File: config.mk
export PLATFORM = sky130hd
export DESIGN_NAME = wsru_top
export DESIGN_NICKNAME = d
export VERILOG_FILES = /design/src/design/wsru_pkg.sv /design/src/design/wsru_ea.sv /design/src/design/wsru_top.sv
export VERILOG_INCLUDE_DIRS = /design/src /design/src/design
export SDC_FILE = /design/constraint.sdc
export NUM_CORES = 1
export LEC_CHECK = 0
export BUFFER_PORTS_ARGS = -buffer_cell sky130_fd_sc_hd__buf_2
export CORE_MARGIN = 4
export CORE_UTILIZATION = 40
export CTS_CLUSTER_DIAMETER = 30
export DETAILED_ROUTE_END_ITERATION = 10
export SLEW_MARGIN = 20
export SYNTH_ARGS = -nofsm -noshare
export SYNTH_HDL_FRONTEND = slang
export SYNTH_SLANG_ARGS = --single-unit
File: constraint.sdc
create_clock -name clk -period 13.7 [get_ports clk]
set_input_delay 1.37 -clock clk [delete_from_list [all_inputs] [get_ports clk]]
set_output_delay 1.37 -clock clk [all_outputs]
set_load 0.05 [all_outputs]
File: src/design/wsru_cfg.svh
// Offsets, field positions, encodings and codes of the word store unit
`ifndef WSRU_CFG_SVH
`define WSRU_CFG_SVH
// Register offsets, byte addresses of aligned words
`define WSRU_OFS_CTRL  8'h00
`define WSRU_OFS_INSN  8'h04
`define WSRU_OFS_SRC   8'h08
`define WSRU_OFS_BASE  8'h0C
`define WSRU_OFS_INDEX 8'h10
`define WSRU_OFS_STAT  8'h14
`define WSRU_OFS_EA    8'h18
`define WSRU_OFS_BOUT  8'h1C
// Control register bit positions
`define WSRU_CTRL_GO    0
`define WSRU_CTRL_SO    1
`define WSRU_CTRL_FLSTA 2
// Opcode and extended opcode encodings
`define WSRU_OP_X      6'h1F
`define WSRU_OP_STW    6'h24
`define WSRU_OP_STWU   6'h25
`define WSRU_XO_LWARX  10'h014
`define WSRU_XO_STWCX  10'h096
`define WSRU_XO_STWX   10'h097
`define WSRU_XO_STWUX  10'h0B7
// Field values
`define WSRU_RA_NONE   5'h00
`define WSRU_WORD_LSB  2'h0
`define WSRU_CR0_CLR   2'h0
`define WSRU_D_W       16
// Bus answers and reset values
`define WSRU_RESP_OKAY   2'h0
`define WSRU_RESP_SLVERR 2'h2
`define WSRU_WORD_RST    32'h0000_0000
`define WSRU_CR0_RST     4'h0
`endif

File: src/design/wsru_pkg.sv
// Types shared by the word store unit
package wsru_pkg;
  // Sequencer states
  typedef enum {WS_IDLE, WS_EXEC} wsru_state_t;
  // Store request toward the data storage path
  typedef struct packed {
    logic        valid;
    logic [31:0] addr;
    logic [31:0] data;
  } wsru_st_req_t;
  // Conditions reported by the storage path for the current access
  typedef struct packed {
    logic dtlb_miss;
    logic dstor;
    logic dac_hit;
    logic data_value_compare;
  } wsru_fault_t;
  // Interrupts decided for the executed instruction
  typedef struct packed {
    logic invalid;
    logic dtlb;
    logic align;
    logic dstor;
    logic debug;
  } wsru_exc_t;
  // Status word layout, high bits first from the left
  typedef struct packed {
    wsru_exc_t  exc;
    logic       stored;
    logic       wb;
    logic       busy;
    logic       resv;
    logic [3:0] cond_field0;
  } wsru_status_t;
endpackage

File: src/design/wsru_ea.sv
// Effective address adder for indexed and displacement word stores
`timescale 1ns/100ps
`include "wsru_cfg.svh"
module wsru_ea
  import wsru_pkg::*;
(
  // Instruction and operand values
  input  wire logic [31:0] insn,
  input  wire logic [31:0] base_val,
  input  wire logic [31:0] index_val,
  // Result
  output logic      [31:0] effective_address
);
  logic        base_zero;   // Base field selects zero
  logic [31:0] base_term;   // Base operand or zero
  logic [31:0] disp_ext;    // Sign-extended displacement
  logic        dform;       // Displacement form
  logic [31:0] offs_term;   // Index or displacement

  // Base field of zero means a literal zero, not register zero
  assign base_zero = insn[20:16] == `WSRU_RA_NONE;
  assign base_term = base_zero ? '0 : base_val;
  // Displacement sign bit copied into the upper half
  assign disp_ext  = {{(32-`WSRU_D_W){insn[15]}}, insn[15:0]};
  assign dform     = insn[31:26] != `WSRU_OP_X;
  assign offs_term = dform ? disp_ext : index_val;
  // Carry out of bit 31 is dropped, addresses wrap
  assign effective_address = base_term + offs_term;
endmodule

File: src/design/wsru_top.sv
// Word store and conditional store executor with AXI4-Lite registers
//
// Decided for this implementation: the AXI4-Lite register port and the placing of the registers.
`timescale 1ns/100ps
`include "wsru_cfg.svh"
module wsru_top
  import wsru_pkg::*;
#(
  parameter int ADDR_W = 8
)
(
  // Clock and reset
  input  wire logic              clk,
  input  wire logic              rst_n,
  // AXI4-Lite write address and data
  input  wire logic [ADDR_W-1:0] s_axi_awaddr,
  input  wire logic              s_axi_awvalid,
  output logic                   s_axi_awready,
  input  wire logic [31:0]       s_axi_wdata,
  input  wire logic [3:0]        s_axi_wstrb,
  input  wire logic              s_axi_wvalid,
  output logic                   s_axi_wready,
  // AXI4-Lite write response
  output logic [1:0]             s_axi_bresp,
  output logic                   s_axi_bvalid,
  input  wire logic              s_axi_bready,
  // AXI4-Lite read
  input  wire logic [ADDR_W-1:0] s_axi_araddr,
  input  wire logic              s_axi_arvalid,
  output logic                   s_axi_arready,
  output logic [31:0]            s_axi_rdata,
  output logic [1:0]             s_axi_rresp,
  output logic                   s_axi_rvalid,
  input  wire logic              s_axi_rready,
  // Data storage path
  input  wsru_pkg::wsru_fault_t  faults,
  output wsru_pkg::wsru_st_req_t st_req
);
  import wsru_pkg::*;

  // Reset synchroniser, release only
  logic rs_q1_r;
  logic rs_q2_r;
  logic rst_sync_n;

  always_ff @(posedge clk or negedge rst_n)
  begin
    if (!rst_n)
    begin
      rs_q1_r <= 1'b0;
      rs_q2_r <= 1'b0;
    end
    else
    begin
      rs_q1_r <= 1'b1;
      rs_q2_r <= rs_q1_r;
    end
  end
  assign rst_sync_n = rs_q2_r;

  // Byte-lane merge of a bus write into a stored word
  function automatic logic [31:0] wsru_merge(
    input logic [31:0] old_w,
    input logic [31:0] new_w,
    input logic [3:0]  be);
    logic [31:0] res;
    res = old_w;
    for (int i = 0; i < 4; i++)
    begin
      if (be[i])
        res[8*i +: 8] = new_w[8*i +: 8];
    end
    return res;
  endfunction

  // Match of an extended-opcode instruction
  function automatic logic wsru_xop(
    input logic [31:0] i,
    input logic [9:0]  xo);
    return (i[31:26] == `WSRU_OP_X) && (i[10:1] == xo);
  endfunction

  // Bus side state
  logic              awready_r;   // Address slot free
  logic              wready_r;    // Data slot free
  logic              aw_hold_r;   // Address waiting
  logic              w_hold_r;    // Data waiting
  logic [ADDR_W-1:0] aw_addr_r;   // Held write address
  logic [31:0]       w_data_r;    // Held write data
  logic [3:0]        w_strb_r;    // Held byte enables
  logic              bvalid_r;    // Write answer pending
  logic [1:0]        bresp_r;     // Write answer code
  logic              arready_r;   // Read slot free
  logic              rvalid_r;    // Read answer pending
  logic [31:0]       rdata_r;     // Read answer data
  logic [1:0]        rresp_r;     // Read answer code

  // Software visible operand and control registers
  logic [31:0]  insn_r;           // Instruction word
  logic [31:0]  src_r;            // Source register value
  logic [31:0]  base_r;           // Base register value
  logic [31:0]  index_r;          // Index register value
  logic         so_r;             // Summary overflow copy
  logic         force_r;          // Force alignment setting

  // Execution results
  wsru_state_t  state_r;
  wsru_state_t  state_nxt;
  logic         resv_r;           // Reservation bit
  logic         resv_nxt;
  logic [3:0]   cr0_r;            // Condition field 0
  logic [3:0]   cr0_nxt;
  wsru_exc_t    exc_r;            // Last interrupt decision
  logic [31:0]  ea_r;             // Last effective address
  logic [31:0]  bout_r;           // Updated base value
  logic         wb_r;             // Base was updated
  logic         stored_r;         // Storage write made
  wsru_st_req_t st_r;             // Store request out

  // Write channel handshakes
  logic aw_hs;
  logic w_hs;
  logic wr_do;
  logic aw_hold_nxt;
  logic w_hold_nxt;
  assign aw_hs       = s_axi_awvalid & awready_r;
  assign w_hs        = s_axi_wvalid & wready_r;
  // Both halves in hand and no answer outstanding
  assign wr_do       = aw_hold_r & w_hold_r & ~bvalid_r;
  assign aw_hold_nxt = (aw_hold_r | aw_hs) & ~wr_do;
  assign w_hold_nxt  = (w_hold_r | w_hs) & ~wr_do;

  // Write address decode
  logic wr_ctrl;
  logic wr_insn;
  logic wr_src;
  logic wr_base;
  logic wr_index;
  logic wr_hit;
  assign wr_ctrl  = wr_do & (aw_addr_r == `WSRU_OFS_CTRL);
  assign wr_insn  = wr_do & (aw_addr_r == `WSRU_OFS_INSN);
  assign wr_src   = wr_do & (aw_addr_r == `WSRU_OFS_SRC);
  assign wr_base  = wr_do & (aw_addr_r == `WSRU_OFS_BASE);
  assign wr_index = wr_do & (aw_addr_r == `WSRU_OFS_INDEX);
  // Read-only and unmapped words answer with an error
  assign wr_hit   = wr_ctrl | wr_insn | wr_src | wr_base | wr_index;

  // Control word as stored and as written
  logic [31:0] ctrl_rd;
  logic [31:0] ctrl_new;
  logic        go_w;
  assign ctrl_rd  = (32'(so_r) << `WSRU_CTRL_SO)
                  | (32'(force_r) << `WSRU_CTRL_FLSTA);
  assign ctrl_new = wsru_merge(ctrl_rd, w_data_r, w_strb_r);
  // A start while busy is dropped; execution takes one cycle
  assign go_w     = wr_ctrl & ctrl_new[`WSRU_CTRL_GO]
                  & (state_r == WS_IDLE);

  // Bus channel flops
  always_ff @(posedge clk or negedge rst_sync_n)
  begin
    if (!rst_sync_n)
    begin
      awready_r <= 1'b1;
      wready_r  <= 1'b1;
      aw_hold_r <= 1'b0;
      w_hold_r  <= 1'b0;
      bvalid_r  <= 1'b0;
      bresp_r   <= `WSRU_RESP_OKAY;
    end
    else
    begin
      awready_r <= ~aw_hold_nxt;
      wready_r  <= ~w_hold_nxt;
      aw_hold_r <= aw_hold_nxt;
      w_hold_r  <= w_hold_nxt;
      bvalid_r  <= wr_do | (bvalid_r & ~s_axi_bready);
      if (wr_do)
        bresp_r <= wr_hit ? `WSRU_RESP_OKAY : `WSRU_RESP_SLVERR;
    end
  end

  // Held write payload, no reset needed for function
  always_ff @(posedge clk or negedge rst_sync_n)
  begin
    if (!rst_sync_n)
    begin
      aw_addr_r <= '0;
      w_data_r  <= `WSRU_WORD_RST;
      w_strb_r  <= '0;
    end
    else
    begin
      if (aw_hs)
        aw_addr_r <= s_axi_awaddr;
      if (w_hs)
      begin
        w_data_r <= s_axi_wdata;
        w_strb_r <= s_axi_wstrb;
      end
    end
  end

  // Operand and control registers
  always_ff @(posedge clk or negedge rst_sync_n)
  begin
    if (!rst_sync_n)
    begin
      insn_r  <= `WSRU_WORD_RST;
      src_r   <= `WSRU_WORD_RST;
      base_r  <= `WSRU_WORD_RST;
      index_r <= `WSRU_WORD_RST;
      so_r    <= 1'b0;
      force_r <= 1'b0;
    end
    else
    begin
      if (wr_insn)
        insn_r <= wsru_merge(insn_r, w_data_r, w_strb_r);
      if (wr_src)
        src_r <= wsru_merge(src_r, w_data_r, w_strb_r);
      if (wr_base)
        base_r <= wsru_merge(base_r, w_data_r, w_strb_r);
      if (wr_index)
        index_r <= wsru_merge(index_r, w_data_r, w_strb_r);
      if (wr_ctrl)
      begin
        so_r    <= ctrl_new[`WSRU_CTRL_SO];
        force_r <= ctrl_new[`WSRU_CTRL_FLSTA];
      end
    end
  end

  // Address generation
  logic [31:0] ea_w;
  wsru_ea u_ea (
    .insn              (insn_r),
    .base_val          (base_r),
    .index_val         (index_r),
    .effective_address (ea_w)
  );

  // Instruction decode
  logic exec_w;
  logic ra_zero;
  logic is_cx;
  logic is_x;
  logic is_ux;
  logic is_u;
  logic is_d;
  logic is_lr;
  logic is_upd;
  logic is_st;
  assign exec_w  = state_r == WS_EXEC;
  assign ra_zero = insn_r[20:16] == `WSRU_RA_NONE;
  // Conditional store only exists with the record bit set
  assign is_cx   = wsru_xop(insn_r, `WSRU_XO_STWCX) & insn_r[0];
  assign is_x    = wsru_xop(insn_r, `WSRU_XO_STWX);
  assign is_ux   = wsru_xop(insn_r, `WSRU_XO_STWUX);
  assign is_u    = insn_r[31:26] == `WSRU_OP_STWU;
  assign is_d    = insn_r[31:26] == `WSRU_OP_STW;
  assign is_lr   = wsru_xop(insn_r, `WSRU_XO_LWARX);
  assign is_upd  = is_u | is_ux;
  assign is_st   = is_cx | is_x | is_ux | is_u | is_d;

  // Interrupt decision; misaligned accesses trap only with force alignment set
  logic      misal;
  logic      chk_gate;
  logic      mem_op;
  logic      ok;
  logic      do_store;
  wsru_exc_t exc_w;
  assign misal    = ea_w[1:0] != `WSRU_WORD_LSB;
  assign mem_op   = is_st | is_lr;
  // Unreserved conditional store suppresses only the storage and debug checks
  assign chk_gate = ~is_cx | resv_r;
  assign exc_w.invalid = ~mem_op | (is_upd & ra_zero);
  assign exc_w.dtlb    = mem_op & faults.dtlb_miss;
  assign exc_w.align   = mem_op & force_r & misal;
  assign exc_w.dstor   = mem_op & chk_gate & faults.dstor;
  assign exc_w.debug   = mem_op & chk_gate
                       & (faults.dac_hit | faults.data_value_compare);
  assign ok       = ~(|exc_w);
  // Failing conditional store makes no access at all
  assign do_store = ok & is_st & (~is_cx | resv_r);

  // Reservation and condition field next values
  assign resv_nxt = (exec_w & ok & is_lr) ? 1'b1
                  : (exec_w & ok & is_cx) ? 1'b0
                  : resv_r;
  // Indexed plain stores leave the field untouched
  assign cr0_nxt  = (exec_w & ok & is_cx)
                  ? {`WSRU_CR0_CLR, resv_r, so_r}
                  : cr0_r;

  // Sequencer
  always_comb
  begin
    state_nxt = state_r;
    unique case (state_r)
      WS_IDLE: if (go_w) state_nxt = WS_EXEC;
      WS_EXEC: state_nxt = WS_IDLE;
    endcase
  end

  // Execution result flops; reset leaves no reservation
  always_ff @(posedge clk or negedge rst_sync_n)
  begin
    if (!rst_sync_n)
    begin
      state_r <= WS_IDLE;
      resv_r  <= 1'b0;
      cr0_r   <= `WSRU_CR0_RST;
    end
    else
    begin
      state_r <= state_nxt;
      resv_r  <= resv_nxt;
      cr0_r   <= cr0_nxt;
    end
  end

  // Store request and record of the last instruction
  always_ff @(posedge clk or negedge rst_sync_n)
  begin
    if (!rst_sync_n)
    begin
      st_r     <= '0;
      exc_r    <= '0;
      ea_r     <= `WSRU_WORD_RST;
      bout_r   <= `WSRU_WORD_RST;
      wb_r     <= 1'b0;
      stored_r <= 1'b0;
    end
    else
    begin
      st_r.valid <= exec_w & do_store;
      if (exec_w)
      begin
        st_r.addr <= ea_w;
        st_r.data <= src_r;
        exc_r     <= exc_w;
        ea_r      <= ea_w;
        stored_r  <= do_store;
        // Only update forms write the base back
        wb_r      <= ok & is_upd;
      end
      if (exec_w & ok & is_upd)
        bout_r <= ea_w;
    end
  end

  // Read decode
  wsru_status_t stat_w;
  logic [31:0]  rd_val;
  logic         rd_hit;
  logic         ar_hs;
  assign stat_w = '{exc: exc_r, stored: stored_r, wb: wb_r,
                    busy: exec_w, resv: resv_r,
                    cond_field0: cr0_r};
  assign ar_hs  = s_axi_arvalid & arready_r;
  always_comb
  begin
    rd_hit = 1'b1;
    unique case (s_axi_araddr)
      `WSRU_OFS_CTRL:  rd_val = ctrl_rd;
      `WSRU_OFS_INSN:  rd_val = insn_r;
      `WSRU_OFS_SRC:   rd_val = src_r;
      `WSRU_OFS_BASE:  rd_val = base_r;
      `WSRU_OFS_INDEX: rd_val = index_r;
      `WSRU_OFS_STAT:  rd_val = 32'(stat_w);
      `WSRU_OFS_EA:    rd_val = ea_r;
      `WSRU_OFS_BOUT:  rd_val = bout_r;
      default:
      begin
        rd_val = `WSRU_WORD_RST;
        rd_hit = 1'b0;
      end
    endcase
  end

  // Read channel flops
  always_ff @(posedge clk or negedge rst_sync_n)
  begin
    if (!rst_sync_n)
    begin
      arready_r <= 1'b1;
      rvalid_r  <= 1'b0;
      rdata_r   <= `WSRU_WORD_RST;
      rresp_r   <= `WSRU_RESP_OKAY;
    end
    else
    begin
      rvalid_r  <= ar_hs | (rvalid_r & ~s_axi_rready);
      arready_r <= ~(ar_hs | (rvalid_r & ~s_axi_rready));
      if (ar_hs)
      begin
        rdata_r <= rd_val;
        rresp_r <= rd_hit ? `WSRU_RESP_OKAY : `WSRU_RESP_SLVERR;
      end
    end
  end

  // Outputs straight from flops
  assign s_axi_awready = awready_r;
  assign s_axi_wready  = wready_r;
  assign s_axi_bvalid  = bvalid_r;
  assign s_axi_bresp   = bresp_r;
  assign s_axi_arready = arready_r;
  assign s_axi_rvalid  = rvalid_r;
  assign s_axi_rdata   = rdata_r;
  assign s_axi_rresp   = rresp_r;
  assign st_req        = st_r;
endmodule

Yosys cells after proc, flatten, opt, wreduce, memory -nomap -nowiden
Cells that the tools add are included.

word-level totals
  bits in registers = 358
  input bits = 63
  output and inout port bits = 106
  logic and storage cells = 170

cells by class
  add/subtract/negate cells = 1
  equality and inequality tests = 22
  multiplexer cells = 11
  bitwise operators = 60
  reductions and logical operators = 29

operators by type and width
  kind                   count
  $pmux W32 S8           1
  $mux W32               3
  $logic_not A32 Y1      2
  $pmux W32 S2           1
  $eq A8 B5 Y1 const B   5
  $add A32 B32 Y32       1
  $and A1 B1 Y1          32
  $eq A32 B1 Y1 const B  1
  $eq A32 B2 Y1 const B  1
  $eq A8 B4 Y1 const B   4
  $reduce_and A2 Y1      16
  $eq A10 B8 Y1 const B  3
  $or A1 B1 Y1           17
  $eq A8 B3 Y1 const B   2
  $logic_not A8 Y1       2
  $eq A6 B6 Y1 const B   2
  $eq A10 B5 Y1 const B  1
  $not A1 Y1             10
  $reduce_or A8 Y1       1
  $eq A6 B5 Y1 const B   1
  $ne A6 B5 Y1 const B   1
  $logic_not A5 Y1       1
  $reduce_or A5 Y1       1
  $logic_and A1 B1 Y1    4
  other kinds (6)        10

Depth between registers and ports, before layout
Gate-level depths: netlist of the first run.

  depth in word-level cells = 16
  gate-level depth with buffers = 16

Hierarchy
A second synthesis of the first run with hierarchy kept.

second synthesis, totals
  cells, all modules = 1286
  area, all modules = 15771.4 um2

by module, submodules not included
  module    times used  cells an instance  area each (um2)  sequential area each (um2)
  wsru_top  1           964                13456.7          8136.6
  wsru_ea   1           322                2314.7           0.0

Least setup slack after synthesis of the first run
No wires, ideal clock.

  kind = register to register
  start point = reg insn_r[16]
  end point = reg st_r (netlist bit st_req[42])
  library setup time = 0.125 ns
  data arrival time = 3.666 ns
  slack = 9.909 ns
  cell stages (with the launch flop) = 17
  period minus slack after synthesis = 3.791 ns
  cells stage by stage = dfrtp_1 or4_1 nor2_1 clkbuf_1 nor2b_1 ha_1 inv_1 fa_1 nor2b_1 o21ai_1 a21boi_1 or4b_1 and2_1 a21o_1 a211oi_1 nor2_1 mux2_2

on the way
  word-level cells in the longest chain between the ends = 3

ends and longest elaborated chain
  item                        line             RTL
  start, declared             wsru_top.sv:99   logic [31:0] insn_r;
  start signal, assigned      wsru_top.sv:209  insn_r <= `WSRU_WORD_RST;
  start signal, assigned      wsru_top.sv:219  insn_r <= wsru_merge(insn_r, w_data_r, w_strb_r);
  $logic_not A5 Y1 (no line)  -
  $mux W32                    wsru_ea.sv:22    assign base_term = base_zero ? '0 : base_val;
  $add A32 B32 Y32            wsru_ea.sv:28    assign effective_address = base_term + offs_term;
  end, declared               wsru_top.sv:118  wsru_st_req_t st_r;

No other way between the ends.
A chain may end at the register's enable or synchronous reset.

Worst setup path in the final report of the first run
  start point = reg insn_r[16]
  end point = reg st_r (netlist bit st_req[63])

Same word-level chain as after synthesis.

==> results of run 1 <==
cell usage in the layout (no fill, tap or decap), types with 7 or more instances in the layout:
cell type / synthesis / layout
buf_4: 2 / 14
nand2b_1: 11 / 11
clkinv_2: 0 / 19
inv_1: 24 / 24
nor3_1: 11 / 8
a31oi_1: 36 / 36
o21ai_0: 48 / 48
nand4_1: 7 / 7
clkbuf_16: 0 / 86
nand3_1: 18 / 18
buf_2: 4 / 166
and2_1: 8 / 7
a222oi_1: 10 / 10
a21o_1: 61 / 61
clkbuf_8: 0 / 18
xor2_1: 8 / 8
ha_1: 31 / 31
a22oi_1: 82 / 82
nor2b_1: 37 / 36
nand2_1: 77 / 77
bufinv_16: 0 / 14
nor2_1: 40 / 34
xnor2_1: 15 / 15
a21oi_1: 27 / 27
dfrtp_1: 322 / 320
a211oi_1: 8 / 8
mux2_2: 249 / 249
o21ai_1: 9 / 9
per-stage QoR:
stage,hold slack [ns],util [%]
floorplan,0.331,-
global placement,0.335,44.5
detailed placement,0.338,44.5
CTS,0.346,52.7
global route,0.347,52.7
finish,0.345,52.7
synthesized netlist by cell type, types with 6 or more instances:
master	count
o21ai_0	48
nor3b_1	6
a222oi_1	10
a22oi_1	82
ha_1	31
clkbuf_1	55
nand4_1	7
a211oi_1	8
a21oi_1	27
inv_1	24
mux2_2	249
buf_1	7
nor2b_1	37
xor2_1	8
a21o_1	61
nand2b_1	11
dfrtp_1	322
nand2_1	77
a221oi_1	6
nand3_1	18
nor3_1	11
xnor2_1	15
a31oi_1	36
o21ai_1	9
and2_1	8
nor2_1	40
worst reg2reg max path: cells and delay by family (launching register included):
family | cells | cell delay, ns
simple gates | 7 | 2.11
compound gates | 5 | 1.19
fa+ha+maj | 1 | 0.42
flops | 1 | 0.38
buf+inv | 1 | 0.37
per-layer routing:
metal | vias to the layer above | routed length [µm] | track usage [%]
met1 | 5931 | 19300 | 28.1
li1 | 5279 | - | -
met5 | - | 0 | 0
met2 | 397 | 21800 | 34.9
met4 | 0 | 1390 | 8.25
met3 | 105 | 2920 | 4.91
sequential cells by signal (all words and copies together), names as in the netlist, 2 cells and up:
name and cells:
st_req 65, base_r 32, bout_r 32, index_r 32, insn_r 32, s_axi_rdata 32
src_r 32, w_data_r 32, aw_addr_r 8, exc_r 5, w_strb_r 4, cr0_r 2
layout make-up:
cell class                 instances  area share [%]
sequential                       325            40.7
inverter                          24           0.450
tap                              511            3.19
clock buffer                     109            12.1
multi-input combinational        879            35.3
clock inverter                    48            3.43
antenna                            1          0.0125
timing repair buffer             183            4.89
power by group through the flow:
stage | Clock [mW] | Sequential (mW) | Combinational (mW)
global placement | 0 | 1.25 | 0.321
finish | 2.11 | 1.24 | 0.325
floorplan | 0 | 1.22 | 0.223
detailed placement | 0 | 1.25 | 0.329
global route | 2.21 | 1.26 | 0.356
CTS | 2.15 | 1.24 | 0.331
worst max path at each step:
stage | endpoint | slack, ns | cells after the start
3_5_place_dp | st_req[63] | 9.13 | 14
3_3_place_gp | st_req[63] | 9.00 | 15
6_report | st_req[63] | 9.16 | 14
2_1_floorplan | aw_addr_r[0] | 3.98 | 0
4_1_cts | st_req[63] | 9.09 | 14
5_1_grt | st_req[63] | 8.87 | 14
cells by family after synthesis:
group                    Yosys count  synth area share (%)
AO/OA/AOI/OAI                    324                  14.9
other                              2                0.0484
flip-flops                       325                  52.4
XOR/XNOR                          23                  1.30
adder cells (fa/ha/maj)           32                  2.63
multiplexers                     253                  18.3
AND/OR/NAND/NOR                  244                  8.11
buffers and inverters             93                  2.34
==> flow_metrics.py, run 1 <==
metrics = {
    "yosys": {
        "syn_inst": 1296,
        "yosysSeqAreaShare_pct": 52.4,
        "yosysTopAreaCell": "dfrtp_1",
        "avgSynthCellArea_um2": 12.0,
        "yosysUniqueCellTypes": 68,
        "synthTopCellsByArea": "dfrtp_1, mux2_2, a22oi_1",
        "async_reset_ff_share_pct": 100,
        "ys_ff_latch": 325,
        "ys.flop_type": "dfrtp_1",
        "synth_edf_count": 0,
        "yosys_warnings": 0,
        "syn_area_um2": 15500,
        "synth_top_area_share_pct": 51.9,
    },
    "cts": {
        "ctsHoldBuffers": 0,
        "cts_sinks": 325,
        "cts_setup_buffers": 0,
        "cts_resized": 0,
        "cts_max_level": 3,
        "numCtsBuffers": 85,
        "cts_tree": "yes",
        "clkTransAtPathRegs_ns": 0.05,
        "clk_latency_ns": 0.59,
        "clockRootBuffer": "clkbuf_16",
        "clockBufferDepth": 3,
    },
    "setup_path": {
        "cp_common_cell": "or4_1",
        "crit_chain": "or4_1 -> nor2_2 -> buf_4 -> nor2b_1 -> ha_1 -> a21oi_1 -> nand3b_1 -> o2bb2ai_1 -> nand2_1 -> o221a_2 -> o41ai_4 -> o221ai_2 -> or4_1 -> nand4_1",
        "reg2reg_from": "insn_r[16]",
        "cp_data_required_time_ns": 14.22,
        "cpLargestDelayFamily": "simple AND/OR/NAND/NOR gates",
        "cp-start-kind": "flip-flop",
        "path_max_fanout": 19,
        "critPathBufInv": 1,
        "r2r_cells": 14,
        "slowest_delay_ns": 0.75,
        "regToRegEndpoint": "st_req[63]",
        "startpoint": "insn_r[16]",
        "ff2ff_setup_slack_ns": 9.16,
        "worst_setup_path_end_kind": "flip-flop",
        "cp_data_arrival_time_ns": 5.06,
        "cp_slowest_cell": "nor2_2",
        "crit_type": "flip-flop to flip-flop",
    },
    "finish": {
        "final_area_um2": 20000,
        "nets": 1593,
        "stdcell_count": 2080,
        "fill_cells": 3398,
        "multi_input_comb_area_um2": 7070,
        "areaGrowthSynthToFinish_pct": 28.9,
        "drive_gt1_share_pct": 39.0,
        "seq_area_um2": 8140,
    },
    "outcome": {
        "status": "finished, final reports clean",
    },
    "detailed_routing": {
        "routedWlPerCell_um": 21.8,
        "via_per_inst": 5.63,
        "routed_wl_um": 45400,
        "vias": 11700,
        "ant_nets": 0,
        "drt_iter0_markers": 623,
        "drcViolationCount": 0,
        "drt_pre_antenna_iters": 5,
    },
    "sta": {
        "tightest_slew_ns": 1.09,
        "finalMaxSlewViolations": 0,
        "setup_viol": 0,
        "fin_ws_ns": 9.16,
        "finalSetupTns_ns": 0,
        "clock.fmax_ghz": 0.220,
        "relSlewSlack_pct": 27.6,
        "period_share_pct": 33.1,
        "fin_skew_ns": 0.0206,
        "rsz0062_at_grt": "false",
        "hold_viol": 0,
        "fin_crit_ns": 4.54,
    },
    "placement": {
        "post-place-cells": 1922,
        "io_buffers": 166,
        "dp_hpwl_um": 29500,
        "place_ws_ns": 9.13,
        "gp_congestion": 0.908,
        "place_area_um2": 16900,
    },
    "power_and_ir_drop": {
        "fin_total_pwr_mw": 3.67,
        "p_switching_mw": 0.929,
        "swShare_pct": 25.3,
        "p_leak_nw": 10.0,
        "comb_power_share_pct": 8.9,
        "sequentialPowerShare_pct": 33.7,
        "power.density_nw_per_um2": 183,
        "p_clk_share_pct": 57.5,
        "p_int_mw": 2.74,
        "ir_drop_mv": 0.105,
    },
    "global_routing": {
        "grt_start_max_net_pins": 176,
        "grt_pass1_vias": 12000,
        "antenna_found_initial": 1,
        "grtUsageTotal_pct": 21.5,
        "gr-total-overflow": 0,
        "grt_pass1_wl_um": 70500,
    },
    "min_path": {
        "hp-start": "rs_q1_r",
        "holdPathEnd": "rs_q2_r",
        "hold_depth": 0,
        "holdCritPathClass": "flip-flop to flip-flop",
    },
    "floorplanning": {
        "initial_utilization_pct": 40.8,
        "fp.dieW_um": 205,
        "io_pins": 169,
        "die_y_um": 205,
        "die-area_um2": 42000,
        "row_count": 71,
        "coreArea_um2": 38000,
    },
    "run": {
        "cap_violations": 0,
    },
}
No activity file was read; power rests on OpenSTA's default activity.
==> run 2, diff against run 1 <==
--- a/config.mk
+++ b/config.mk
@@ -6,6 +6,7 @@
 export SDC_FILE = /design/constraint.sdc
 export NUM_CORES = 1
 export LEC_CHECK = 0
+export ABC_AREA = 1
 export BUFFER_PORTS_ARGS = -buffer_cell sky130_fd_sc_hd__buf_2
 export CORE_MARGIN = 4
 export CORE_UTILIZATION = 40
==> constraint.sdc (replaced) <==
create_clock -name clk -period 4 [get_ports clk]
set_input_delay 0.4 -clock clk [delete_from_list [all_inputs] [get_ports clk]]
set_output_delay 0.4 -clock clk [all_outputs]
set_load 0.05 [all_outputs]
==> flow_metrics.py, run 2 <==
metrics = {
    "floorplanning": {
        "row_count": 73,
        "initial_utilization_pct": 40.5,
        "die_y_um": 209,
        "fp.dieW_um": 209,
        "io_pins": 169,
        "coreArea_um2": 39800,
        "die-area_um2": 43600,
    },
    "power_and_ir_drop": {
        "p_int_mw": 8.96,
        "power.density_nw_per_um2": 619,
        "p_leak_nw": 10.2,
        "p_clk_share_pct": 53.4,
        "p_switching_mw": 3.73,
        "sequentialPowerShare_pct": 32.7,
        "ir_drop_mv": 0.540,
        "fin_total_pwr_mw": 12.7,
        "swShare_pct": 29.4,
        "comb_power_share_pct": 13.9,
    },
    "finish": {
        "final_cell_mix": "nand2_1, o21ai_0, dfrtp_1",
        "antenna_cells": 0,
        "multi_input_comb_area_um2": 6780,
        "fill_cells": 3856,
        "areaGrowthSynthToFinish_pct": 26.9,
        "final_common_cell": "nand2_1",
        "seq_area_um2": 8140,
        "nets": 2340,
        "largest_reg_flops": 65,
        "drive_gt1_share_pct": 16.3,
    },
    "sta": {
        "finalMaxSlewViolations": 0,
        "setup_viol": 0,
        "tightest_slew_ns": 1.03,
        "clock.fmax_ghz": 0.294,
        "rsz0062_at_grt": "false",
        "finalSetupTns_ns": 0,
        "period_share_pct": 85.0,
        "hold_viol": 0,
        "fin_skew_ns": 0.0179,
        "fin_ws_ns": 0.602,
        "relSlewSlack_pct": 31.3,
        "fin_crit_ns": 3.40,
    },
    "placement": {
        "gp_congestion": 0.944,
        "place_ws_ns": 0.629,
        "dp_hpwl_um": 41000,
        "io_buffers": 166,
    },
    "cts": {
        "cts_setup_buffers": 0,
        "clkTransAtPathRegs_ns": 0.05,
        "clockRootBuffer": "clkbuf_16",
        "clockBufferDepth": 3,
        "numCtsBuffers": 78,
        "cts_max_level": 3,
        "clk_latency_ns": 0.59,
        "cts_tree": "yes",
        "cts_sinks": 325,
    },
    "detailed_routing": {
        "ant_nets": 0,
        "drt_pre_antenna_iters": 6,
        "vias": 14800,
        "routedWlPerCell_um": 19.7,
        "drcViolationCount": 0,
        "drt_iter0_markers": 1230,
        "via_per_inst": 5.24,
        "routed_wl_um": 55800,
    },
    "yosys": {
        "synth_top_area_share_pct": 49.9,
        "yosysSeqAreaShare_pct": 50.4,
        "synth_edf_count": 0,
        "yosysTopAreaCell": "dfrtp_1",
        "syn_inst": 2046,
        "yosysMostFrequentCell": "nand2_1",
        "ys_ff_latch": 325,
        "yosys_warnings": 0,
        "yosysUniqueCellTypes": 50,
        "async_reset_ff_share_pct": 100,
        "synthTopCellsByArea": "dfrtp_1, nand2_1, o21ai_0",
        "syn_area_um2": 16100,
        "ys.flop_type": "dfrtp_1",
        "post_synth_most_frequent_cells": "nand2_1, dfrtp_1, o21ai_0, inv_1, nand3_1",
        "avgSynthCellArea_um2": 7.89,
    },
    "setup_path": {
        "cp_data_required_time_ns": 4.45,
        "cp-start-kind": "flip-flop",
        "regToRegEndpoint": "bout_r[4]",
        "critPathBufInv": 3,
        "cp_data_arrival_time_ns": 3.85,
        "path_max_fanout": 38,
        "cpLargestDelayFamily": "simple AND/OR/NAND/NOR gates",
        "crit_chain": "nor2_1 -> nand2_4 -> buf_4 -> o21ai_0 -> inv_1 -> fa_1 -> nand2_1 -> nand2_1 -> nand3_4 -> nor2_8 -> nand3_4 -> buf_12 -> nand2_1 -> o21ai_2",
        "cp_common_cell": "nand2_1",
        "reg2reg_from": "insn_r[31]",
        "slowest_delay_ns": 0.55,
        "worst_setup_path_end_kind": "flip-flop",
        "ff2ff_setup_slack_ns": 0.60,
        "r2r_cells": 14,
        "cp_slowest_cell": "fa_1",
        "crit_type": "flip-flop to flip-flop",
    },
    "global_routing": {
        "grt_start_max_net_pins": 95,
        "antenna_found_initial": 1,
        "grtUsageTotal_pct": 25.4,
        "gr-total-overflow": 0,
        "grt_pass1_vias": 14700,
        "grt_pass1_wl_um": 87100,
    },
    "min_path": {
        "hold_depth": 3,
        "hp-start": "s_axi_awaddr[0]",
        "holdPathEnd": "aw_addr_r[0]",
        "holdCritPathClass": "input port to flip-flop",
    },
    "run": {
        "cap_violations": 0,
    },
    "outcome": {
        "status": "finished, final reports clean",
    },
}
==> run 2: changes by cell type in the layout (fill, tap and decap cells not counted), moves of 82 or more <==
cell | previous run | this run
nand2_1 | 77 | 679
o21ai_0 | 48 | 321
mux2_2 | 249 | 0
inv_1 | 24 | 228
a22oi_1 | 82 | 0
nand3_1 | 18 | 100
==> run 2: cells by family after synthesis <==
logic type	count (synthesis)	share of synthesized area (%)
AND/OR/NAND/NOR	895	22.8
AO/OA/AOI/OAI	451	15.4
flip-flops	325	50.4
buffers and inverters	322	7.77
adder cells (fa/ha/maj)	32	2.53
XOR/XNOR	19	1.03
other	2	0.0465
==> run 2: power by group through the flow <==
stage / combinational, mW / sequential [mW] / clock, mW
finish: 1.76 / 4.15 / 6.78
global route: 1.99 / 4.21 / 7.06
CTS: 1.75 / 4.14 / 6.87
detailed placement: 1.72 / 4.18 / 0
global placement: 1.70 / 4.17 / 0
floorplan: 1.02 / 4.20 / 0
==> run 2: area by class of cell <==
cell class | instances | area share, %
timing repair buffer | 202 | 5.75
multi-input combinational | 1400 | 33.1
clock buffer | 96 | 10.4
tap | 525 | 3.21
sequential | 325 | 39.7
inverter | 238 | 4.36
clock inverter | 47 | 3.42
==> run 2: how the worst max path moves through the flow <==
stage               startpoint      endpoint  slack [ns]  cells after the start
finish              insn_r[31]     bout_r[4]        0.60                     14
global route        insn_r[30]    st_req[60]        0.26                     17
CTS                 insn_r[31]     bout_r[6]        0.61                     14
detailed placement  insn_r[31]     bout_r[6]        0.63                     14
global placement    insn_r[31]     bout_r[8]        0.72                     14
floorplan              rs_q2_r  aw_addr_r[0]        0.78                      0
==> run 2: layer usage <==
| layer | wire length, µm | up-vias | GRT usage (%) | share of wire, % |
|---|---|---|---|---|
| met1 | 26500 | 7097 | 38.7 | 48 |
| met5 | 16 | - | 0 | 0.029 |
| met2 | 23700 | 584 | 36.4 | 43 |
| met3 | 4340 | 77 | 5.76 | 7.8 |
| met4 | 1200 | 2 | 7.13 | 2.1 |
| li1 | - | 7081 | - | - |
==> run 2: what timing repair did <==
action,4_1_cts,5_1_grt
endpoints found under the hold margin,12,0
gates resized for setup,0,0
hold buffers,11,0
==> run 2: through the flow <==
step                      std cells  utilization [%]  hold slack [ns]  area [µm²]
after floorplan                2047                -            0.104       16200
after global placement         2679             44.0            0.185       17500
after detailed placement       2679             44.0            0.186       17500
after CTS                      2833             51.4         0.000944       20500
after global routing           2833             51.4           0.0194       20500
final                          2833             51.4           0.0243       20500
==> run 2: worst reg2reg max path: cells and delay by family, from the launching register on <==
family / cells / cell delay (ns)
simple gates: 8 / 1.42
fa+ha+maj: 1 / 0.55
flops: 1 / 0.40
compound gates: 2 / 0.29
buf+inv: 3 / 0.61
==> run 3, diff against run 2 <==
==> constraint.sdc (replaced) <==
create_clock -name clk -period 3.5 [get_ports clk]
set_input_delay 0.35 -clock clk [delete_from_list [all_inputs] [get_ports clk]]
set_output_delay 0.35 -clock clk [all_outputs]
set_load 0.05 [all_outputs]
==> flow_metrics.py, run 3 (synthesis gave the netlist of run 2 again) <==
metrics = {
    "power_and_ir_drop": {
        "ir_drop_mv": 0.571,
        "comb_power_share_pct": 14.6,
        "sequentialPowerShare_pct": 32.5,
        "p_switching_mw": 4.37,
        "power.density_nw_per_um2": 694,
        "p_int_mw": 10.3,
        "swShare_pct": 29.7,
        "p_leak_nw": 10.6,
        "fin_total_pwr_mw": 14.7,
        "p_clk_share_pct": 53.0,
    },
    "cts": {
        "numCtsBuffers": 83,
        "clk_latency_ns": 0.60,
        "clockBufferDepth": 3,
        "clkTransAtPathRegs_ns": 0.05,
        "clockRootBuffer": "clkbuf_16",
        "cts_tree": "yes",
        "cts_sinks": 325,
        "cts_max_level": 3,
        "cts_setup_buffers": 0,
    },
    "sta": {
        "finalMaxSlewViolations": 0,
        "clock.fmax_ghz": 0.306,
        "period_share_pct": 93.3,
        "rsz0062_at_grt": "false",
        "fin_ws_ns": 0.233,
        "setup_viol": 0,
        "hold_viol": 0,
        "holdWs_ns": 0.0694,
        "finalSetupTns_ns": 0,
        "fin_crit_ns": 3.27,
        "tightest_slew_ns": 1.11,
        "relSlewSlack_pct": 26.0,
        "fin_skew_ns": 0.0241,
    },
    "finish": {
        "largest_reg_flops": 65,
        "multi_input_comb_area_um2": 6790,
        "drive_gt1_share_pct": 17.5,
        "nets": 2411,
        "final_cell_mix": "nand2_1, dfrtp_1, o21ai_0",
        "final_common_cell": "nand2_1",
        "antenna_cells": 0,
        "fill_cells": 3794,
        "seq_area_um2": 8140,
        "areaGrowthSynthToFinish_pct": 31.2,
        "stdcell_count": 2907,
    },
    "floorplanning": {
        "die-area_um2": 43600,
        "initial_utilization_pct": 40.5,
        "fp.dieW_um": 209,
        "row_count": 73,
        "io_pins": 169,
        "die_y_um": 209,
        "coreArea_um2": 39800,
    },
    "global_routing": {
        "grt_pass1_vias": 15100,
        "grtUsageTotal_pct": 26.9,
        "grt_pass1_wl_um": 91400,
        "gr-total-overflow": 0,
        "grt_start_max_net_pins": 113,
        "antenna_found_initial": 2,
    },
    "setup_path": {
        "worst_setup_path_end_kind": "flip-flop",
        "crit_type": "flip-flop to flip-flop",
        "path_max_fanout": 17,
        "cp_data_required_time_ns": 4.03,
        "cp-start-kind": "flip-flop",
        "r2r_cells": 20,
        "cp_data_arrival_time_ns": 3.80,
    },
    "detailed_routing": {
        "via_per_inst": 5.28,
        "ant_nets": 0,
        "drcViolationCount": 0,
        "drt_pre_antenna_iters": 5,
        "routedWlPerCell_um": 20.3,
        "routed_wl_um": 59000,
        "vias": 15300,
        "drt_iter0_markers": 1238,
    },
    "placement": {
        "gp_congestion": 0.967,
        "place_ws_ns": 0.289,
        "dp_hpwl_um": 43000,
        "io_buffers": 166,
        "post-place-cells": 2709,
    },
    "run": {
        "cap_violations": 0,
    },
    "outcome": {
        "status": "finished, final reports clean",
    },
    "min_path": {
        "holdCritPathClass": "input port to async pin",
    },
}
-- run 3: path summary, 6_finish.rpt --
check / startpoint / end / slack (ns)
setup / recovery: insn_r[27] / bout_r[25] / 0.23
hold / removal: rst_n / rs_q1_r / 0.07
setup reg to reg: insn_r[27] / bout_r[25] / 0.23
hold reg to reg: rs_q2_r / w_data_r[26] / 0.27
max in group asynchronous: rs_q2_r / st_req[39] / 2.22
min in group clk: faults[2] / exc_r[1] / 0.08
-- run 3: final cells by class --
cell class | instances | area share [%]
Sequential cell | 325 | 38.4
Tap cell | 525 | 3.10
Timing Repair Buffer | 268 | 8.57
Clock buffer | 105 | 10.9
Multi-Input combinational cell | 1400 | 32.0
Clock inverter | 46 | 2.72
Inverter | 238 | 4.22
-- run 3: per-stage QoR --
step | area [µm²] | utilization (%)
after floorplan | 16200 | -
after global placement | 17800 | 44.7
after detailed placement | 17800 | 44.7
after CTS | 21200 | 53.2
after global routing | 21200 | 53.2
final | 21200 | 53.2
-- run 3: layer usage --
layer  up-vias  wire length (µm)  track usage (%)
met5         -                26                0
met1      7416             27700             40.1
li1       7215                 -                -
met2       615             25000             38.5
met3        92              4890             6.80
met4         4              1410             8.28
-- run 3: repair_timing --
item,4_1_cts,5_1_grt
setup endpoints to repair,0,5
hold buffers,47,0
hold endpoints to repair,48,0
resized for setup,0,2
-- run 3: worst max-delay path, cell delays in order (launching register included) --
cell,delay (ns)
dfrtp_1,0.40
nand2_1,0.08
nor2_2,0.18
nand2_4,0.17
nand2_1,0.15
buf_12,0.16
o21ai_0,0.18
ha_1,0.42
buf_4,0.16
nand2_1,0.07
nor2_1,0.15
inv_1,0.10
nor2_1,0.10
inv_1,0.06
a21oi_1,0.22
nor2_1,0.11
nand2_1,0.08
nand2_1,0.05
nand2_1,0.13
nand4_1,0.10
nand2_1,0.10
-- run 3: power groups by stage --
stage	registers, mW	logic, mW	clock network [mW]
final	4.77	2.14	7.79
after global routing	4.83	2.36	8.12
after CTS	4.75	2.12	7.88
after detailed placement	4.80	2.06	0
after global placement	4.78	2.04	0
after floorplan	4.80	1.17	0
